===== src/shared/acb_pkg.sv =====
// What this block does
// - the completion flag is cleared by hardware only when a conversion starts, never during sampling; a software write to adc_control_1 can also clear it.
// - the completion flag is set when a conversion finishes and stays set until the next conversion begins or software writes it to 0 in adc_control_1.
// - with split fill on, results fill the first buffer half until an interrupt, then the second half, alternating.
// - with split fill off, results restart at the first buffer location after each interrupt.
// - with alternate select on, set A and set B input selects are used on alternate samples.
// - with alternate select off, only set A input selects are used, except for one set B sample if set B was due when it was switched off.
// - the samples-per-interrupt count sets after how many conversions the interrupt flag rises.
// - with the dma path off, sixteen result buffers are written in sequence whatever input was measured.
package acb_pkg;
  localparam logic [11:0] ctrl1_off = 12'h000;
  localparam logic [11:0] ctrl2_off = 12'h004;
  localparam logic [11:0] chsel_off = 12'h008;
  localparam logic [11:0] tim_off = 12'h00c;
  localparam logic [11:0] buf_off = 12'h040;
  // adc_control_1 fields
  localparam int c1_done_bit = 0;
  localparam int c1_sample_start_bit_bit = 1;
  localparam int c1_asam_bit = 2;
  localparam int c1_on_bit = 15;
  // adc_control_2 fields
  localparam int c2_alternate_input_select_bit = 0;
  localparam int c2_buffer_fill_split_bit = 1;
  localparam int c2_samples_per_interrupt_lsb = 2;
  localparam int c2_dma_bit = 7;
  localparam int c2_flag_bit = 8;
  localparam int c2_half_bit = 9;
  localparam logic [15:0] ctrl1_rst = 16'h0000;
  localparam logic [15:0] ctrl2_rst = 16'h0000;
  localparam logic [15:0] chsel_rst = 16'h0000;
  localparam logic [7:0] sample_start_bit_cyc_rst = 8'h04;
  localparam logic [7:0] conv_cyc_rst = 8'h0c;
  localparam int buf_depth = 16;
  localparam int res_w = 12;
  typedef enum logic [1:0] {acb_idle, acb_sample, acb_convert} acb_state_e;
  typedef struct packed {
    logic start;
    logic [4:0] chan;
    logic sel_b;
  } acb_conv_s;
endpackage


===== src/rtl/acb_mem.sv =====
module acb_mem (
  input wire logic pclk,
  input wire logic ce,
  input wire logic we,
  input wire logic [3:0] waddr,
  input wire logic [11:0] wdata,
  input wire logic [3:0] raddr,
  output logic [11:0] rdata
);
  logic [11:0] mem [0:15];
  always_ff @(posedge pclk) begin
    if (ce) begin
      if (we) begin
        mem[waddr] <= wdata;
      end
      rdata <= mem[raddr];
    end
  end
endmodule


===== src/rtl/acb_ctrl.sv =====
// Chosen here: the placing of the registers and the APB register port.
module acb_ctrl (
  input wire logic pclk,
  input wire logic presetn,
  input wire logic clk_en,
  input wire logic psel,
  input wire logic penable,
  input wire logic pwrite,
  input wire logic [11:0] paddr,
  input wire logic [31:0] pwdata,
  output logic [31:0] prdata,
  output logic pready,
  output logic pslverr,
  output acb_pkg::acb_conv_s conv_o,
  input wire logic conv_valid,
  input wire logic [11:0] conv_result
);
  acb_pkg::acb_state_e st_r, st_nxt;
  logic [15:0] c1_r, c1_nxt, c2_r, c2_nxt, cs_r, cs_nxt, tim_r, tim_nxt;
  logic [7:0] cnt_r, cnt_nxt;
  logic [4:0] smp_r, smp_nxt;
  logic [3:0] ptr_r, ptr_nxt;
  logic altb_r, altb_nxt, half_r, half_nxt, rd_r, rd_nxt;
  acb_pkg::acb_conv_s conv_nxt;
  logic wr, rd, buf_hit, conv_done, conv_start, irq_evt;
  logic [11:0] mem_rdata;
  logic [31:0] rdata_nxt;

  function automatic logic hit(input logic [11:0] a, input logic [11:0] o);
    hit = (a == o);
  endfunction

  // one wait state on buffer reads so the memory register can fill
  assign buf_hit = paddr[11:6] == acb_pkg::buf_off[11:6];
  assign wr = psel && penable && pwrite && clk_en;
  assign rd = psel && !pwrite;
  assign pready = !(buf_hit && rd && !rd_r);
  assign pslverr = 1'b0;
  // a result arriving after the block is switched off is dropped
  assign conv_done = (st_r == acb_pkg::acb_convert) && conv_valid &&
    c1_r[acb_pkg::c1_on_bit];
  assign conv_start = conv_nxt.start;
  assign irq_evt = conv_done && (smp_r == c2_r[acb_pkg::c2_samples_per_interrupt_lsb +: 5]);

  acb_mem u_mem (
    .pclk(pclk),
    .ce(clk_en),
    .we(conv_done && !c2_r[acb_pkg::c2_dma_bit]),
    .waddr(ptr_r),
    .wdata(conv_result),
    .raddr(paddr[5:2]),
    .rdata(mem_rdata)
  );

  always_comb begin
    st_nxt = st_r;
    c1_nxt = c1_r;
    c2_nxt = c2_r;
    cs_nxt = cs_r;
    tim_nxt = tim_r;
    cnt_nxt = cnt_r;
    smp_nxt = smp_r;
    ptr_nxt = ptr_r;
    altb_nxt = altb_r;
    half_nxt = half_r;
    rd_nxt = psel && penable && !pready ? 1'b1 : 1'b0;
    conv_nxt = '0;
    conv_nxt.chan = altb_r ? cs_r[12:8] : cs_r[4:0];
    conv_nxt.sel_b = altb_r;
    rdata_nxt = prdata;
    // software writes first, hardware events below take priority
    if (wr) begin
      if (hit(paddr, acb_pkg::ctrl1_off)) c1_nxt = pwdata[15:0];
      if (hit(paddr, acb_pkg::ctrl2_off)) begin
        c2_nxt[7:0] = pwdata[7:0];
        c2_nxt[acb_pkg::c2_flag_bit] = c2_r[acb_pkg::c2_flag_bit] &
          pwdata[acb_pkg::c2_flag_bit];
      end
      if (hit(paddr, acb_pkg::chsel_off)) cs_nxt = pwdata[15:0];
      if (hit(paddr, acb_pkg::tim_off)) tim_nxt = pwdata[15:0];
    end
    if (!c1_r[acb_pkg::c1_on_bit]) begin
      st_nxt = acb_pkg::acb_idle;
    end else begin
      case (st_r)
        acb_pkg::acb_idle: begin
          if (c1_nxt[acb_pkg::c1_sample_start_bit_bit] || c1_r[acb_pkg::c1_asam_bit]) begin
            st_nxt = acb_pkg::acb_sample;
            cnt_nxt = tim_r[7:0];
            c1_nxt[acb_pkg::c1_sample_start_bit_bit] = 1'b1;
          end
        end
        acb_pkg::acb_sample: begin
          // flag is left alone while sampling
          if (cnt_r != 8'h00) begin
            cnt_nxt = cnt_r - 8'h01;
          end else begin
            st_nxt = acb_pkg::acb_convert;
            conv_nxt.start = 1'b1;
            c1_nxt[acb_pkg::c1_sample_start_bit_bit] = 1'b0;
            c1_nxt[acb_pkg::c1_done_bit] = 1'b0;
          end
        end
        acb_pkg::acb_convert: begin
          if (conv_valid) begin
            st_nxt = acb_pkg::acb_idle;
            c1_nxt[acb_pkg::c1_done_bit] = 1'b1;
            if (c2_r[acb_pkg::c2_alternate_input_select_bit]) altb_nxt = !altb_r;
            else altb_nxt = 1'b0;
            ptr_nxt = 4'(ptr_r + 4'h1);
            smp_nxt = 5'(smp_r + 5'h01);
            if (irq_evt) begin
              smp_nxt = 5'h00;
              c2_nxt[acb_pkg::c2_flag_bit] = 1'b1;
              if (c2_r[acb_pkg::c2_buffer_fill_split_bit]) begin
                half_nxt = !half_r;
                ptr_nxt = half_nxt ? 4'h8 : 4'h0;
              end else begin
                half_nxt = 1'b0;
                ptr_nxt = 4'h0;
              end
            end
          end
        end
        default: st_nxt = acb_pkg::acb_idle;
      endcase
    end
    c2_nxt[acb_pkg::c2_half_bit] = half_nxt;
    // load before the completing edge so prdata stands while pready is high
    if (psel && !pwrite && !(penable && pready)) begin
      rdata_nxt = 32'h0000_0000;
      if (hit(paddr, acb_pkg::ctrl1_off)) rdata_nxt[15:0] = c1_r;
      if (hit(paddr, acb_pkg::ctrl2_off)) rdata_nxt[15:0] = c2_r;
      if (hit(paddr, acb_pkg::chsel_off)) rdata_nxt[15:0] = cs_r;
      if (hit(paddr, acb_pkg::tim_off)) rdata_nxt[15:0] = tim_r;
      if (buf_hit) rdata_nxt[11:0] = mem_rdata;
    end
  end

  always_ff @(posedge pclk or negedge presetn) begin
    if (!presetn) begin
      st_r <= acb_pkg::acb_idle;
      c1_r <= acb_pkg::ctrl1_rst;
      c2_r <= acb_pkg::ctrl2_rst;
      cs_r <= acb_pkg::chsel_rst;
      tim_r <= {acb_pkg::conv_cyc_rst, acb_pkg::sample_start_bit_cyc_rst};
      cnt_r <= 8'h00;
      smp_r <= 5'h00;
      ptr_r <= 4'h0;
      altb_r <= 1'b0;
      half_r <= 1'b0;
      rd_r <= 1'b0;
      conv_o <= '0;
      prdata <= 32'h0000_0000;
    end else if (clk_en) begin
      st_r <= st_nxt;
      c1_r <= c1_nxt;
      c2_r <= c2_nxt;
      cs_r <= cs_nxt;
      tim_r <= tim_nxt;
      cnt_r <= cnt_nxt;
      smp_r <= smp_nxt;
      ptr_r <= ptr_nxt;
      altb_r <= altb_nxt;
      half_r <= half_nxt;
      rd_r <= rd_nxt;
      conv_o <= conv_nxt;
      prdata <= rdata_nxt;
    end
  end

  a_done_clr_start: assert property (@(posedge pclk) disable iff (!presetn)
    clk_en && $fell(c1_r[0]) && !$past(wr && paddr == acb_pkg::ctrl1_off)
    |-> $past(st_r) == acb_pkg::acb_sample)
    else $error("done cleared outside conversion start");
  a_done_set_end: assert property (@(posedge pclk) disable iff (!presetn)
    clk_en && conv_done && c1_r[15] |=> !clk_en || c1_r[0])
    else $error("done not set after conversion");
  a_done_hold: assert property (@(posedge pclk) disable iff (!presetn)
    st_r == acb_pkg::acb_sample && cnt_r != 8'h00 && c1_r[0] |=> c1_r[0])
    else $error("done dropped during sampling");
  a_split_half: assert property (@(posedge pclk) disable iff (!presetn)
    clk_en && irq_evt && c2_r[1] && !half_r |=> ptr_r == 4'h8)
    else $error("split fill did not move to upper half");
  a_fill_restart: assert property (@(posedge pclk) disable iff (!presetn)
    clk_en && irq_evt && !c2_r[1] |=> ptr_r == 4'h0)
    else $error("fill did not restart at zero");
  a_alt_toggle: assert property (@(posedge pclk) disable iff (!presetn)
    clk_en && conv_done && c2_r[0] |=> altb_r != $past(altb_r))
    else $error("alternate select did not toggle");
  a_set_a_only: assert property (@(posedge pclk) disable iff (!presetn)
    clk_en && conv_done && !c2_r[0] |=> !altb_r)
    else $error("set b used without alternate mode");
  a_irq_count: assert property (@(posedge pclk) disable iff (!presetn)
    clk_en && irq_evt |=> c2_r[8] && smp_r == 5'h00)
    else $error("interrupt flag not raised at count");
  a_buf_seq: assert property (@(posedge pclk) disable iff (!presetn)
    clk_en && conv_done && !irq_evt |=> ptr_r == 4'($past(ptr_r) + 4'h1))
    else $error("buffer pointer not sequential");
  a_start_pulse: assert property (@(posedge pclk) disable iff (!presetn)
    clk_en && conv_o.start |=> !conv_o.start)
    else $error("start pulse longer than one cycle");
  a_split_back: assert property (@(posedge pclk) disable iff (!presetn)
    clk_en && irq_evt && c2_r[1] && half_r |=> ptr_r == 4'h0)
    else $error("split fill did not return to lower half");
  a_half_shown: assert property (@(posedge pclk) disable iff (!presetn)
    c2_r[9] == half_r)
    else $error("half status bit out of step");
  a_chan_pick: assert property (@(posedge pclk) disable iff (!presetn)
    clk_en |=> conv_o.chan ==
    ($past(altb_r) ? $past(cs_r[12:8]) : $past(cs_r[4:0])))
    else $error("wrong channel select presented");
  a_sel_b_out: assert property (@(posedge pclk) disable iff (!presetn)
    clk_en |=> conv_o.sel_b == $past(altb_r))
    else $error("set b marker out of step");
  a_flag_keep: assert property (@(posedge pclk) disable iff (!presetn)
    clk_en && c2_r[8] && !(wr && paddr == acb_pkg::ctrl2_off) |=> c2_r[8])
    else $error("interrupt flag lost without a clear");
  a_off_idle: assert property (@(posedge pclk) disable iff (!presetn)
    clk_en && !c1_r[15] |=> st_r == acb_pkg::acb_idle)
    else $error("converter busy while switched off");
  a_sample_start_bit_stay: assert property (@(posedge pclk) disable iff (!presetn)
    clk_en && c1_r[15] && st_r == acb_pkg::acb_sample && cnt_r != 8'h00
    |=> st_r == acb_pkg::acb_sample)
    else $error("sample phase cut short");
  a_rdata_hold: assert property (@(posedge pclk) disable iff (!presetn)
    clk_en && psel && penable && pready && !pwrite |=> $stable(prdata))
    else $error("read data changed at completing edge");
endmodule


===== config.mk =====
export PLATFORM = sky130hd
export DESIGN_NAME = acb_ctrl
export DESIGN_NICKNAME = d
export VERILOG_FILES = /design/src/shared/acb_pkg.sv /design/src/rtl/acb_mem.sv /design/src/rtl/acb_ctrl.sv
export SDC_FILE = /design/constraint.sdc
export NUM_CORES = 1
export LEC_CHECK = 0
export BUFFER_PORTS_ARGS = -buffer_cell sky130_fd_sc_hd__buf_2
export CORE_UTILIZATION = 35
export CTS_CLUSTER_SIZE = 16
export DETAILED_ROUTE_END_ITERATION = 16
export GPL_ROUTABILITY_DRIVEN = 0
export SLEW_MARGIN = 20
export SYNTH_ARGS = -nofsm -noshare
export SYNTH_HDL_FRONTEND = slang
export SYNTH_SLANG_ARGS = --single-unit

===== constraint.sdc =====
create_clock -name pclk -period 3.7 [get_ports pclk]
set_input_delay 0.74 -clock pclk [delete_from_list [all_inputs] [get_ports pclk]]
set_output_delay 0.74 -clock pclk [all_outputs]
set_load 0.01 [all_outputs]

==> impl_results.md <==
* Status: complete, no violations
* Area grow syn2layout at 15.2%
* DR pass1 iterations at 5
* Total gr overflow at 0
* First-pass GRT wire length at 46.3 mm
* H-tree depth at 2
* R2R Path End: u_mem.mem[5][11]$_DFFE_PP_
* Clock Skew at 0.0192 ns
* Maximum clock rate at 325 MHz
* Tmin final at 3.08 ns
* Lkg Pwr at 5.61 nW
* Gate Count Post-Synth at ~830
* Commonest non-fill, non-tap cell in the layout: edfxtp_1
* Tightest Pin Transition at 0.766 ns
* DIE WIDTH at 194 µm
* Post-route setup TNS at 0 ns
* Worst-case vdd ir drop at 269 µV
* Worst r2r src: st_r[0]$_DFFE_PN0P_
* Initial Utilization at between 30 and 40%
* Final hold vios at 0
* Async SR Flop Fraction at between 30% and 40%
* Share of post-route cells with drive strength above 1 at 28.3%
* Starting DRT DRC Count at 435
* Fin nets at 1000
* Initial antenna violation count at 2
* Filler cells at 3331
* I/O pin cnt at 104
* Port buffer count at 70
* Root buffer cell: clkbuf_16
* Comb power frac at approximately 4.1%
* RSZ-0062 raised after global routing: false
* Yosys reg bits at roughly 310
* Worst R2R Path Depth at 9
* GRT met2 Usage at 26.6%
* Total Routing Usage GR at 16.1%
* Element type at the critical path start: input pin
* Synth unique cells at 58
* Core box area at 0.0365 mm²
* Seq pwr share at 52.7%
* Worst-skew pair later-pin latency at 0.51 ns
* Max-slew violation count at 0
* Residual DRC count at 0
* Rows at 70
* Number of antenna diodes at 0
* XOR/XNOR Fraction of Synth Area at 0.338%
* Adder-Cell Fraction of Synth Area at 0.965%
* Clk sinks at 306
* Sequential area share after synthesis at approximately 67%
* Clock Tree Buf Depth at 3
* Routed len/inst at 21.1 µm
* Switching Fraction at a little over a fifth
* Met3 GRT Util at 2.74%
* Post-synthesis compound-gate area fraction at under 10%
* Rel. slew slack at approximately half
* Area fraction in and, or, nand and nor cells after synthesis at 8.26%
* Cell area after synthesis at 0.0130 mm²
* TritonCTS buffer count at 34
* CP Capture Type: primary output
* Die area at about 0.038 mm²
* Setup bufs post-CTS at 0
* Critical Path End: pready
* Syn. warnings at 0
* Maximum capacitance violations at 0
* CP Max Fanout at 4
* Grt met1 use at 21.9%
* Antenna viol nets, final at 0
* Worst Path Arrival at ~2.3 ns
* Vias in the first global route at 7549
* # hold bufs at CTS at 0
* Final setup vio count at 0
* Routed WL at 29.9 mm
* Switching Power at 1.51 mW
* Power Internal at 5.49 mW
* Post-CTS sizing at 0
* Worst hold margin at 0.143 ns
* Die H at between 150 and 200 µm
* R2R setup slack at between 0.9 and 1 ns
* CTS tree: yes
* Post-DP HPWL at just under 20 mm
* Largest net degree at the start of global routing at 75
* Via Count at ~7500
* Number of synthesized flops with an enable pin at 204
* WS Path Type: in -> out
* CP Launch Point: paddr[9]
* Most frequent cells in the layout: 204 x edfxtp_1, 99 x dfrtp_1, 88 x nand2_1, 68 x buf_2, 60 x mux4_2
* Ys flop type: edfxtp_1
* HP Class: in -> async
* Synthesized area per cell at between 15 and 20 µm²
* Crit path required time at 2.96 ns
* Mux contribution to synthesized area at 14.5%
* Clock-pin slew on the worst setup and hold paths at 0.06 ns
* Busiest layer in global routing: met2
* Power density over the cells at 469 mW/mm²
* DR vias/cell at ~5.3
* Combinational family with the most area after synthesis: multiplexers
* Final period utilization at 83.3%
* Clock Power Share at a little over two fifths
-- cells by family after synthesis --
kind of cell / count (synthesis)
xor gates and xnor gates: 5
adders and majority gates: 10
muxes: 108
other: 1
and+or+nand+nor: 211
buffers and inverters: 77
AOI/OAI and AO/OA: 111
DFF: 306
-- worst min path at each step --
stage,from,end,slack (ns)
after floorplan,presetn,altb_r$_DFFE_PN0P_,0.44
after global placement,c1_r[9]$_DFFE_PN0P_,c1_r[9]$_DFFE_PN0P_,0.45
after detailed placement,c1_r[14]$_DFFE_PN0P_,c1_r[14]$_DFFE_PN0P_,0.46
after CTS,presetn,cnt_r[5]$_DFFE_PN0P_,0.42
after global routing,presetn,conv_o[0]$_DFFE_PN0P_,0.15
final,presetn,cnt_r[5]$_DFFE_PN0P_,0.14
-- synth_stat cells (3+ instances only) --
cell type  number  area, µm²
a21oi_1        31        155
buf_1           4       15.0
nand3_1        29        145
a222oi_1        4       40.0
nor4b_1         4       35.0
buf_6           3       33.8
mux2_2         40        450
o21ai_0        31        155
nor3b_1         5       37.5
nor2b_1         5       31.3
a22oi_1         3       22.5
and4_1          5       43.8
inv_1          14       52.6
o22ai_1         3       18.8
edfxtp_1      204       6130
nor3_1          4       20.0
nor2_1         29        109
buf_2          14       70.1
nand3b_1        3       22.5
mux4_2         60       1350
dfstp_2         3       78.8
nand4_1         3       18.8
nand2b_1        4       25.0
ha_1           10        125
o31ai_1         5       37.5
and3_1          4       25.0
xnor2_1         3       26.3
a211o_1         5       43.8
dfrtp_1        99       2480
nand2_1        88        330
and2_1         14       87.6
a221o_1        10        100
a31oi_1         3       18.8
clkbuf_1       24       90.1
buf_4          18        135
o31ai_2         7       87.6
mux2i_1         7       70.1
-- power groups by stage --
stage          Clock [mW]  Sequential [mW]  Combinational [mW]
2_1_floorplan           0             3.76               0.147
3_3_place_gp            0             3.75               0.281
3_5_place_dp            0             3.75               0.286
4_1_cts              3.10             3.69               0.287
5_1_grt              3.23             3.68               0.311
6_report             3.03             3.69               0.286
-- layer usage --
| metal | vias to the layer above | routed length (µm) |
|---|---|---|
| li1 | 3351 | - |
| met5 | - | 26 |
| met4 | 4 | 632 |
| met2 | 271 | 14500 |
| met1 | 3799 | 12900 |
| met3 | 57 | 1840 |
-- cell type report --
cell class	instances	area [µm²]	area share (%)
Sequential cell	306	8680	58.1
Clock buffer	44	888	5.95
Clock inverter	13	87.6	0.587
Multi-Input combinational cell	462	3940	26.4
Tap cell	468	586	3.92
Timing Repair Buffer	109	693	4.64
Inverter	14	52.6	0.352
-- per-stage QoR --
stage	setup WS (ns)	area (µm²)	total power, mW	instances	util, %
after detailed placement	0.541	13900	4.04	1358	38.1
after floorplan	1.15	13000	3.90	845	-
after CTS	0.585	14900	7.07	1415	40.8
after global routing	0.491	14900	7.22	1416	40.9
final	0.619	14900	7.00	1416	40.9
after global placement	0.619	13900	4.04	1358	38.1
-- registers in the layout (all words and copies together), names as in the netlist --
signal	flops
u_mem.mem	192
u_mem.rdata	12
cnt_r	8
conv_o	7
c1_r	16
smp_r	5
prdata	16
st_r	2
altb_r	1
rd_r	1
tim_r	16
cs_r	16
c2_r	10
ptr_r	4
-- critical path, stage by stage --
cell and delay (ns):
buf_2 0.10, nor4_2 0.51, nand2_1 0.15, nor2_1 0.45, nand4b_1 0.20, buf_2 0.18
No activity file was read; power rests on OpenSTA's default activity.
